[src/rtl/ccmc_pkg.sv]
package ccmc_pkg;
  // ==================================================
  // register map
  localparam logic [3:0] ADDR_MODE_CTRL  = 4'h0;  // channel_mode_control
  localparam logic [3:0] ADDR_HOLD_LOW   = 4'h1;  // holding_low_byte
  localparam logic [3:0] ADDR_HOLD_HIGH  = 4'h2;  // holding high byte
  localparam logic [3:0] ADDR_FLAG       = 4'h3;  // flag register image
  localparam logic [3:0] ADDR_STATUS     = 4'h4;  // block state readback
  // ==================================================
  // field layout
  localparam int MODE_LSB      = 0;
  localparam int DUTY_LSB      = 4;
  localparam int FLAG_BIT      = 2;  // channel_irq_flag position
  localparam logic [7:0] CTRL_RESET = 8'h00;
  localparam logic [7:0] CTRL_MASK  = 8'h3f;
  // ==================================================
  // mode encodings
  localparam logic [3:0] MODE_OFF      = 4'h0;
  localparam logic [3:0] MODE_CAP_FALL = 4'h4;
  localparam logic [3:0] MODE_CAP_RISE = 4'h5;
  localparam logic [3:0] MODE_CAP_4    = 4'h6;
  localparam logic [3:0] MODE_CAP_16   = 4'h7;
  localparam logic [3:0] MODE_CMP_SET  = 4'h8;
  localparam logic [3:0] MODE_CMP_CLR  = 4'h9;
  localparam logic [3:0] MODE_CMP_SW   = 4'ha;
  localparam logic [3:0] MODE_CMP_SPEV = 4'hb;
  localparam logic [3:0] PRESC_LAST_4  = 4'h3;
  localparam logic [3:0] PRESC_LAST_16 = 4'hf;
  // ==================================================
  // one-hot operating class
  typedef enum logic [3:0] {
    CL_OFF = 4'b0001,
    CL_CAP = 4'b0010,
    CL_CMP = 4'b0100,
    CL_PWM = 4'b1000
  } ccmc_class_t;
endpackage : ccmc_pkg

[src/rtl/ccmc_sync.sv]
`timescale 1ns/1ps
// two-flop synchroniser for the channel pin
module ccmc_sync
(
  input  wire logic i_ref_clk,
  input  wire logic i_reset,
  input  wire logic i_async,
  output logic      o_sync
);
  logic meta_ff;
  // ==================================================
  // two stages, first stage read only by second
  always_ff @(posedge i_ref_clk)
  begin
    if (i_reset)
    begin
      meta_ff <= 1'b0;
      o_sync  <= 1'b0;
    end
    else
    begin
      meta_ff <= i_async;
      o_sync  <= meta_ff;
    end
  end
endmodule : ccmc_sync

[src/rtl/ccmc_top.sv]
// Added by the designer: the register addresses and the address-and-strobe port.
`timescale 1ns/1ps
// What this block does
// - mode 0000 disables channel and resets its internal state
// - 0100 captures every falling edge, 0101 every rising edge
// - 0110 captures every 4th rising edge, 0111 every 16th
// - 1000 drives output high on compare match and sets flag
// - 1001 drives output low on compare match and sets flag
// - 1010 sets flag only on match, pin level untouched
// - 1011 sets flag, clears timer one, second channel starts conversion
// - 11xx is PWM; duty is low byte then two extra bits
// - capture copies full 16-bit timer count into both holding bytes
// - capture sets flag bit 2; hardware never clears it
// - a newer capture simply overwrites the older held value
// - edge detector watches pin level even when pin is output
// - capture mode change may set the flag once spuriously
// - compare modes test holding register equal to timer count
// - special-event clear does not set timer overflow flag
// - prescaler cleared when off, non-capture mode, or reset
// - writing zero to control register forces compare latch low
module ccmc_top
#(
  parameter bit IS_SECOND_CHANNEL = 1'b0
)
(
  input  wire logic        i_ref_clk,
  input  wire logic        i_reset,
  input  wire logic [3:0]  i_addr,
  input  wire logic [7:0]  i_wdata,
  input  wire logic        i_wr,
  input  wire logic        i_rd,
  input  wire logic        i_channel_pin,
  input  wire logic [15:0] i_timer_one_count,
  input  wire logic        i_adc_enabled,
  input  wire logic        i_flag_clear,
  output logic [7:0]       o_rdata,
  output logic             o_compare_out,
  output logic             o_channel_irq_flag,
  output logic             o_timer_one_clear,
  output logic             o_adc_start,
  output logic [9:0]       o_pwm_duty,
  output logic             o_pwm_mode
);
  import ccmc_pkg::*;

  logic [7:0]  ctrl_ff;
  logic [7:0]  hold_low_ff;
  logic [7:0]  hold_high_ff;
  logic [3:0]  presc_ff;
  logic [3:0]  nxt_presc;
  logic        pin_sync;
  logic        pin_prev_ff;
  logic        match_prev_ff;
  logic [3:0]  mode;
  ccmc_class_t cls;
  logic        rise;
  logic        fall;
  logic        cap_event;
  logic        match_now;
  logic        match_event;
  logic        flag_event;
  logic        ctrl_wr;
  logic        mode_chg_cap;

  // ==================================================
  // pin input synchronisation
  // two-flop pin sync
  ccmc_sync u_sync
  (
    .i_ref_clk (i_ref_clk),
    .i_reset   (i_reset),
    .i_async   (i_channel_pin),
    .o_sync    (pin_sync)
  );

  // ==================================================
  // mode decode
  assign mode    = ctrl_ff[MODE_LSB +: 4];
  assign ctrl_wr = i_wr && (i_addr == ADDR_MODE_CTRL);

  // class from mode field
  always_comb
  begin
    if (mode == MODE_OFF)
      cls = CL_OFF;
    else if (mode[3:2] == 2'b01)
      cls = CL_CAP;
    else if (mode[3:2] == 2'b10)
      cls = CL_CMP;
    else if (mode[3:2] == 2'b11)
      cls = CL_PWM;
    else
      cls = CL_OFF;  // 0001..0011 treated as off
  end

  // ==================================================
  // edge detection
  // pin level watched regardless of direction
  always_ff @(posedge i_ref_clk)
  begin
    if (i_reset)
      pin_prev_ff <= 1'b0;
    else
      pin_prev_ff <= pin_sync;
  end

  assign rise = pin_sync && !pin_prev_ff;
  assign fall = !pin_sync && pin_prev_ff;

  // prescaler next value and capture qualification
  always_comb
  begin
    nxt_presc = presc_ff;
    cap_event = 1'b0;
    case (cls)
      CL_CAP:
      begin
        case (mode)
          MODE_CAP_FALL: cap_event = fall;
          MODE_CAP_RISE: cap_event = rise;
          MODE_CAP_4:
          begin
            if (rise)
            begin
              cap_event = (presc_ff[1:0] == PRESC_LAST_4[1:0]);
              nxt_presc = presc_ff + 4'h1;
            end
          end
          MODE_CAP_16:
          begin
            if (rise)
            begin
              cap_event = (presc_ff == PRESC_LAST_16);
              nxt_presc = presc_ff + 4'h1;
            end
          end
          default: cap_event = 1'b0;
        endcase
      end
      default: nxt_presc = 4'h0;
    endcase
  end

  // prescaler counter
  always_ff @(posedge i_ref_clk)
  begin
    if (i_reset)
      presc_ff <= 4'h0;
    else
      presc_ff <= nxt_presc;
  end

  // ==================================================
  // compare match
  // holding register equals timer count
  assign match_now   = (cls == CL_CMP) && ({hold_high_ff, hold_low_ff} == i_timer_one_count);
  assign match_event = match_now && !match_prev_ff;  // one action per match

  always_ff @(posedge i_ref_clk)
  begin
    if (i_reset)
      match_prev_ff <= 1'b0;
    else
      match_prev_ff <= match_now;
  end

  // switching capture setting may flag once
  assign mode_chg_cap = ctrl_wr && (cls == CL_CAP) && (i_wdata[3:2] == 2'b01)
                        && (i_wdata[3:0] != mode);

  // match sets flag in all compare modes
  assign flag_event = cap_event || match_event || mode_chg_cap;

  // ==================================================
  // control register
  always_ff @(posedge i_ref_clk)
  begin
    if (i_reset)
      ctrl_ff <= CTRL_RESET;
    else if (ctrl_wr)
      ctrl_ff <= i_wdata & CTRL_MASK;
  end

  // ==================================================
  // holding register: software writes, capture loads
  always_ff @(posedge i_ref_clk)
  begin
    if (i_reset)
    begin
      hold_low_ff  <= 8'h00;
      hold_high_ff <= 8'h00;
    end
    else if (cap_event)
    begin
      hold_low_ff  <= i_timer_one_count[7:0];
      hold_high_ff <= i_timer_one_count[15:8];
    end
    else
    begin
      if (i_wr && (i_addr == ADDR_HOLD_LOW))
        hold_low_ff <= i_wdata;
      if (i_wr && (i_addr == ADDR_HOLD_HIGH))
        hold_high_ff <= i_wdata;
    end
  end

  // ==================================================
  // interrupt flag: set wins over clear
  always_ff @(posedge i_ref_clk)
  begin
    if (i_reset)
      o_channel_irq_flag <= 1'b0;
    else if (flag_event)
      o_channel_irq_flag <= 1'b1;
    else if (i_flag_clear || (i_wr && (i_addr == ADDR_FLAG) && !i_wdata[FLAG_BIT]))
      o_channel_irq_flag <= 1'b0;
  end

  // ==================================================
  // compare output latch
  always_ff @(posedge i_ref_clk)
  begin
    if (i_reset)
      o_compare_out <= 1'b0;
    else if (ctrl_wr && (i_wdata == 8'h00))
      o_compare_out <= 1'b0;
    else if (cls == CL_OFF)
      o_compare_out <= 1'b0;
    else if (match_event && (mode == MODE_CMP_SET))
      o_compare_out <= 1'b1;
    else if (match_event && (mode == MODE_CMP_CLR))
      o_compare_out <= 1'b0;
  end

  // ==================================================
  // special event trigger, one-cycle pulses
  // clear timer one and start conversion
  // no overflow flag output is touched here
  always_ff @(posedge i_ref_clk)
  begin
    if (i_reset)
    begin
      o_timer_one_clear <= 1'b0;
      o_adc_start       <= 1'b0;
    end
    else
    begin
      o_timer_one_clear <= match_event && (mode == MODE_CMP_SPEV);
      o_adc_start       <= match_event && (mode == MODE_CMP_SPEV)
                           && IS_SECOND_CHANNEL && i_adc_enabled;
    end
  end

  // ==================================================
  // pwm duty export
  always_ff @(posedge i_ref_clk)
  begin
    if (i_reset)
    begin
      o_pwm_duty <= 10'h000;
      o_pwm_mode <= 1'b0;
    end
    else
    begin
      // low byte high part, extra bits low part
      o_pwm_duty <= {hold_low_ff, ctrl_ff[DUTY_LSB +: 2]};
      o_pwm_mode <= (cls == CL_PWM);
    end
  end

  // ==================================================
  // read port, data one cycle after strobe
  always_ff @(posedge i_ref_clk)
  begin
    if (i_reset)
      o_rdata <= 8'h00;
    else if (i_rd)
    begin
      if (i_addr == ADDR_MODE_CTRL)
        o_rdata <= ctrl_ff;
      else if (i_addr == ADDR_HOLD_LOW)
        o_rdata <= hold_low_ff;
      else if (i_addr == ADDR_HOLD_HIGH)
        o_rdata <= hold_high_ff;
      else if (i_addr == ADDR_FLAG)
        o_rdata <= {5'h00, o_channel_irq_flag, 2'h0};
      else if (i_addr == ADDR_STATUS)
        o_rdata <= {presc_ff, cls};
      else
        o_rdata <= 8'h00;
    end
    else
      o_rdata <= 8'h00;
  end
endmodule : ccmc_top

[config.mk]
export PLATFORM = sky130hd
export DESIGN_NAME = ccmc_top
export DESIGN_NICKNAME = d
export VERILOG_FILES = /design/src/rtl/ccmc_pkg.sv /design/src/rtl/ccmc_sync.sv /design/src/rtl/ccmc_top.sv
export SDC_FILE = /design/constraint.sdc
export NUM_CORES = 1
export LEC_CHECK = 0
export BUFFER_PORTS_ARGS = -buffer_cell sky130_fd_sc_hd__buf_4
export CAP_MARGIN = 20
export CORE_MARGIN = 3
export CORE_UTILIZATION = 40
export DETAILED_ROUTE_END_ITERATION = 10
export PLACE_DENSITY = 0.7
export SYNTH_ARGS = -nofsm -noshare
export SYNTH_HDL_FRONTEND = slang
export SYNTH_HIERARCHICAL = 1
export SYNTH_SLANG_ARGS = --single-unit
[constraint.sdc]
create_clock -name i_ref_clk -period 1.5 [get_ports i_ref_clk]
set_input_delay 0 -clock i_ref_clk [delete_from_list [all_inputs] [get_ports i_ref_clk]]
set_output_delay 0 -clock i_ref_clk [all_outputs]
set_load 0.01 [all_outputs]
# ---- After elaboration in Yosys (flattened, before gate mapping)
# Cells that the tools add are included.
dict set report word_totals {
  regBits 52
  inputBits 35
  elab_cells 98
}
dict set report op_classes {
  addsub 1
  n_eq_ne 23
  n_mux 21
  n_bitwise 2
  n_reduce_logical 36
}
# op count
set op_table {}
lappend op_table {{$mux W8} 8}
lappend op_table {{$eq A4 B3 Y1 const B} 6}
lappend op_table {{$eq A4 B4 Y1 const B} 5}
lappend op_table {{$eq A16 B16 Y1} 1}
lappend op_table {{$logic_and A1 B1 Y1} 16}
lappend op_table {{$mux W4} 4}
lappend op_table {{$eq A4 B2 Y1 const B} 3}
lappend op_table {{$eq A4 B1 Y1 const B} 2}
lappend op_table {{$logic_not A4 Y1} 2}
lappend op_table {{$logic_not A8 Y1} 1}
lappend op_table {{$reduce_bool A2 Y1} 4}
lappend op_table {{$mux W1} 7}
lappend op_table {{$eq A2 B2 Y1 const B} 3}
lappend op_table {{$mux W6} 1}
lappend op_table {{$reduce_or A2 Y1} 3}
lappend op_table {{$reduce_or A3 Y1} 2}
lappend op_table {{$add A4 B1 Y4 const B} 1}
lappend op_table {{$eq A2 B1 Y1 const B} 2}
lappend op_table {{$logic_not A1 Y1} 4}
lappend op_table {{$ne A4 B4 Y1} 1}
lappend op_table {{$pmux W1 S4} 1}
lappend op_table {{$logic_or A1 B1 Y1} 3}
lappend op_table {{$not A1 Y1} 2}
lappend op_table {{$reduce_and A2 Y1} 1}

# ---- Longest topological paths before layout
dict set report logic_depth {
  word_depth 11
  depth_mapped 7
  depth_no_buf 6
}

# ---- Cells and area by module
# The synthesis kept the hierarchy.
# mod instances cells_each area_each_um2
set modules_own_cells {}
lappend modules_own_cells {ccmc_top 1 262 2294.7}
lappend modules_own_cells {ccmc_sync 1 4 52.6}

# ---- Worst setup path before layout
# OpenSTA, ideal clock, no wires.
dict set report synth_timing {
  path_kind {reg-to-reg}
  from {register ctrl_ff[2]}
  to {register o_channel_irq_flag}
  setup_ns 0.075
  arrival_time_ns 1.624
  required_time_ns 1.425
  slack_ns -0.199
  stages_incl_launch_ff 6
  n_path_buf 0
  cell_sequence {dfxtp_1 and2b_1 nand2_1 or4_4 or3_4 a31oi_1}
}
dict set report synth_via {
  elab_chain_len 11
  elab_cells_between_ends 26
  classes_between {eq/ne (10); mux (7); reduce/logical (9)}
}
# item line_no
set synth_lines {}
lappend synth_lines {{start, declared} ccmc_top.sv:46} ;# logic [7:0] ctrl_ff;
lappend synth_lines {{start signal, assigned} ccmc_top.sv:181} ;# ctrl_ff <= i_wdata & CTRL_MASK;
lappend synth_lines {{$eq A2 B2 Y1} ccmc_top.sv:90} ;# else if (mode[3:2] == 2'b11)
lappend synth_lines {{$mux W4} ccmc_top.sv:90}
lappend synth_lines {{$mux W4} ccmc_top.sv:88} ;# else if (mode[3:2] == 2'b10)
lappend synth_lines {{$mux W4} ccmc_top.sv:86} ;# else if (mode[3:2] == 2'b01)
lappend synth_lines {{$mux W4} ccmc_top.sv:84} ;# if (mode == MODE_OFF)
lappend synth_lines {{$eq A4 B3 Y1 / $eq A4 B2 Y1 (equally long branches)} {ccmc_top.sv:156, ccmc_top.sv:115, ccmc_top.sv:168}}
lappend synth_lines {{$logic_and A1 B1 Y1 (on tied branches)} {ccmc_top.sv:156, ccmc_top.sv:168}}
lappend synth_lines {{$logic_and A1 B1 Y1 (on tied branches)} {ccmc_top.sv:157, ccmc_top.sv:168}}
lappend synth_lines {{$logic_or A1 B1 Y1 / $logic_and A1 B1 Y1 (equally long branches)} {ccmc_top.sv:172, ccmc_top.sv:169}}
lappend synth_lines {{$logic_or A1 B1 Y1 *} ccmc_top.sv:172} ;# assign flag_event = cap_event || match_event || mode_chg_cap;
lappend synth_lines {{$mux W1 / $reduce_bool A2 Y1 (equally long branches)} --}
lappend synth_lines {{end signal, assigned} ccmc_top.sv:212} ;# o_channel_irq_flag <= 1'b0;
lappend synth_lines {{end signal, assigned} ccmc_top.sv:214} ;# o_channel_irq_flag <= 1'b1;
lappend synth_lines {{end signal, assigned} ccmc_top.sv:216} ;# o_channel_irq_flag <= 1'b0;
lappend synth_lines {{end, declared} ccmc_top.sv:38} ;# output logic o_channel_irq_flag,
# Mark *: on every way between the ends. The rest lies on a longest branch, timed or not.
# A chain may end at the register's enable or synchronous reset.

# ---- Worst setup path after layout
dict set report layout_timing {
  from {register hold_low_ff[5]}
  to {register o_channel_irq_flag}
}
dict set report layout_via {
  elab_chain_len 6
  elab_cells_between_ends 7
  classes_between {eq/ne (1); mux (1); reduce/logical (5)}
}
# item line_no
set layout_lines {}
lappend layout_lines {{start, declared} ccmc_top.sv:47} ;# logic [7:0] hold_low_ff;
lappend layout_lines {{start signal, assigned} ccmc_top.sv:195} ;# hold_low_ff <= i_timer_one_count[7:0];
lappend layout_lines {{start signal, assigned} ccmc_top.sv:201} ;# hold_low_ff <= i_wdata;
lappend layout_lines {{$eq A16 B16 Y1 *} ccmc_top.sv:156} ;# assign match_now = (cls == CL_CMP) && ({hold_high_ff, hold_low_ff} == i_timer_one_count);
lappend layout_lines {{$logic_and A1 B1 Y1 *} ccmc_top.sv:156}
lappend layout_lines {{$logic_and A1 B1 Y1 *} ccmc_top.sv:157} ;# assign match_event = match_now && !match_prev_ff;
lappend layout_lines {{$logic_or A1 B1 Y1 * (2 in a row)} ccmc_top.sv:172}
lappend layout_lines {{$mux W1 / $reduce_bool A2 Y1 (equally long branches)} --}
# Marks and branches as above.

==> results by group <==
Critical path
  – Max stage delay on crit path: 520 ps
  – Worst-path maximum fanout: 3
  – WS Path Type: register to register
  – Worst reg2reg setup slack: -250 ps
  – Slowest cell on crit path: or4_4
  – Arrival @ worst endpoint: 2000 ps
  – WP data required: 1750 ps
  – R2r worst-path depth: 5
  – Critical path launch point type: register
  – Critical Path Sink Type: register
  – CP Cell Sequence: xnor2_1, nand4_1, or4_4, or3_4, a31oi_1
  – Worst R2R End: o_channel_irq_flag$_SDFFE_PP0P_
  – RR Startpoint: hold_low_ff[5]$_SDFFE_PP0P_

Logic synthesis
  – Largest family of logic cells by synthesized area: simple AND/OR/NAND/NOR gates
  – Synth Area per Inst: 8.82 sq um
  – Mapped Cells: 266
  – Post-synthesis compound-gate area fraction: 0.146
  – Mapped cell area: 2350 sq um
  – Ys Warns: 6
  – Post-synthesis adder-cell area fraction: 0.00533
  – Unique masters post-synth: 43
  – Count of state elements after synthesis: 52
  – Sequential area share after synthesis: 0.443
  – Post-synthesis mux area share: 0.00906
  – Simple-gate share of the synthesized area: 0.288
  – Synthesized net count: 302
  – Xor and xnor area share after synthesis: 0.0746

Cells and area
  – Area of the multi-input gates: 1350 sq um
  – Nets: 396
  – # diodes: 0
  – Fin area: 3520 sq um
  – Area growth syn-to-layout: 49.9%
  – Most frequent cells in the layout: buf_4, dfxtp_1, nand2_1
  – Layout cell share with drive strength beyond 1: 0.385
  – Final core utilization: 0.627
  – Fillers: 479
  – Most common cell after layout, fill and taps aside: buf_4
  – Sequential standard cell area: 1050 sq um

Timing
  – Final worst path period share: 1.16
  – Setup ws final: -246 ps
  – Clock period minus worst slack: 1750 ps
  – Slew Viols, Final: 0
  – Fin. Hold Viols: 2
  – Setup-failing EPs final: 20
  – Clk_skew: 16.1 ps
  – RSZ-0062 raised after global routing: true
  – Fmax: 0.573 GHz
  – Final hold slack: -7.35 ps

Die
  – Die width: 82.6 microns
  – Die area: 6820 sq um
  – Initial core utilization: 0.419
  – Rows: 27
  – I/O pins: 58
  – Die H: 82.6 microns
  – Core Region: 5610 sq um

Pwr
  – Internal power: 0.00209 W
  – Reg power frac: 0.513
  – P_leak: 1.33 nW
  – Switching share of total power: 0.235
  – Cell Pwr Density: 778 nW/um^2
  – Switch Pwr: 0.000644 W
  – Clock Power Share: 0.374
  – Maximum VDD drop: 0.513 mV
  – Combinational group share of total power: 0.113

Detailed routing
  – Final ANT Viol Nets: 0
  – Pre-Repair DR Iteration Count: 6
  – Routed len/inst: 17.9 microns
  – Vias: 2496
  – DRT iter0 DRCs: 316
  – Drt drc: 0
  – Vias per inst: 5.76
  – Drt total wl: 7.76 mm

Worst hold path
  – Hold Path Origin: i_timer_one_count[11]
  – Hold path endpoint: hold_high_ff[3]$_SDFFE_PP0P_
  – Min-Delay Path Class: primary input to register
  – Hold depth: 3

Job
  – Max_cap viols: 0

Status
  – Status: finished, violations left
  – Failing checks: negative hold slack, negative setup slack

Global route
  – Grt ovf: 0
  – First-pass GRT wire length: 11.2 mm
  – Largest net degree at the start of global routing: 43
  – Initial antenna violation count: 0
  – Vias in the first global route: 2291
  – Overall Global Routing Usage: 0.218

Place
  – Routability cong.: 0.882
  – Area of placed instances: 3050 sq um
  – # port buffers: 55
  – DP Wirelength: 4.97 mm

Clock tree
  – Sink Count: 52
  – H-tree levels: 2
  – Clock buffer depth: 2
  – Root Driver: clkbuf_8
  – TritonCTS clock tree: done
  – CTS Buf Count: 5
  – Clk_lat worst skew: 320 ps
  – Clock transition at path regs: 100 ps
## sequential cells by signal, summed over array words and instances (netlist names), 4 cells and up
signal and count:
ctrl_ff 6, hold_high_ff 8, hold_low_ff 8, o_pwm_duty 10, o_rdata 8, presc_ff 4
## final cells by class
| class | count | area share |
|---|---|---|
| clock inverter | 2 | 0.0110 |
| clock buffer | 6 | 0.0235 |
| sequential | 52 | 0.300 |
| timing repair buffer | 105 | 0.256 |
| tap | 72 | 0.0256 |
| multi-input combinational | 196 | 0.384 |
## what timing repair did
action | 4_1_cts | 5_1_grt
pin swaps | 10 | 9
hold buffers | 13 | 1
buffers inserted | 1 | 0
cloned | 0 | 3
setup endpoints to repair | 6 | 20
resized for setup | 4 | 31
endpoints found under the hold margin | 14 | 1
## stage by stage
step,std cells,power [W],setup TNS [ps],setup WS (ps)
floorplan,266,0.00154,-410,-182
global placement,407,0.00169,-614,-250
detailed placement,407,0.00169,-743,-280
CTS,429,0.00272,-545,-187
global route,433,0.00282,-3140,-302
finish,433,0.00274,-1900,-246
## cell usage after synthesis (all sizes together)
cell type   n  area share
nand3      24       0.051
clkbuf     12       0.020
nand3b      2      0.0064
or3         4       0.013
a41oi       1      0.0037
and2b       1      0.0032
nand2b      2      0.0053
mux2i       1      0.0043
a311o       1      0.0043
a31oi       1      0.0027
and3b       1      0.0037
nand2      34       0.054
ha          1      0.0053
dfxtp      52        0.44
nor3        7       0.017
mux2        1      0.0048
o21ai       3      0.0064
a222oi      7       0.030
nor3b       1      0.0032
or3b        1      0.0037
nor2b      14       0.037
a311oi     16       0.060
a21o        1      0.0032
conb        1      0.0016
nand4b      2      0.0075
xnor2      18       0.067
nor4        2      0.0080
nor2       24       0.038
nand4       3      0.0080
a221oi      1      0.0037
xor2        2      0.0075
or4         1      0.0048
buf         6       0.013
nor4b       3       0.023
a21oi      15       0.032
## power groups by stage
stage	Combinational, W	Sequential [W]	Clock (W)
2_1_floorplan	0.000108	0.00144	0
3_3_place_gp	0.000254	0.00143	0
3_5_place_dp	0.000256	0.00143	0
4_1_cts	0.000284	0.00140	0.00103
5_1_grt	0.000326	0.00141	0.00109
6_report	0.000309	0.00140	0.00102
## per-layer routing
layer / share of wire / track usage / routed length, microns / up-vias
li1: - / - / - / 1146
met1: 0.41 / 0.296 / 3140 / 1161
met2: 0.46 / 0.344 / 3540 / 160
met3: 0.10 / 0.0434 / 810 / 29
met4: 0.034 / 0.0768 / 265 / 0
met5: 0 / 0 / 0 / -
## cell families (layout without fill, tap and decap cells)
family / Yosys count / count (layout)
DFF: 52 / 52
buffers and inverters: 18 / 113
muxes: 2 / 2
other: 1 / 1
and+or+nand+nor: 126 / 126
adders and majority gates: 1 / 1
xor gates and xnor gates: 20 / 20
AOI/OAI and AO/OA: 46 / 46
## worst max-delay path, delay by kind of cell, from the launching register on
family	cells	cell delay, ps
compound gates	1	130
xor+xnor	1	160
flops	1	350
simple gates	3	1040
## worst max-delay path by stage
stage                                            start                              end  slack (ps)  cells after the start
after floorplan                ctrl_ff[2]$_SDFFE_PP0P_  o_channel_irq_flag$_SDFFE_PP0P_        -180                      5
after CTS                 hold_high_ff[3]$_SDFFE_PP0P_  o_channel_irq_flag$_SDFFE_PP0P_        -190                      5
final                      hold_low_ff[5]$_SDFFE_PP0P_  o_channel_irq_flag$_SDFFE_PP0P_        -250                      5
after detailed placement  hold_high_ff[1]$_SDFFE_PP0P_     o_timer_one_clear$_SDFF_PP0_        -280                      5
after global placement    hold_high_ff[4]$_SDFFE_PP0P_  o_channel_irq_flag$_SDFFE_PP0P_        -250                      5
after global routing       hold_low_ff[5]$_SDFFE_PP0P_  o_channel_irq_flag$_SDFFE_PP0P_        -300                      5
(Power assumes the default switching activity.)
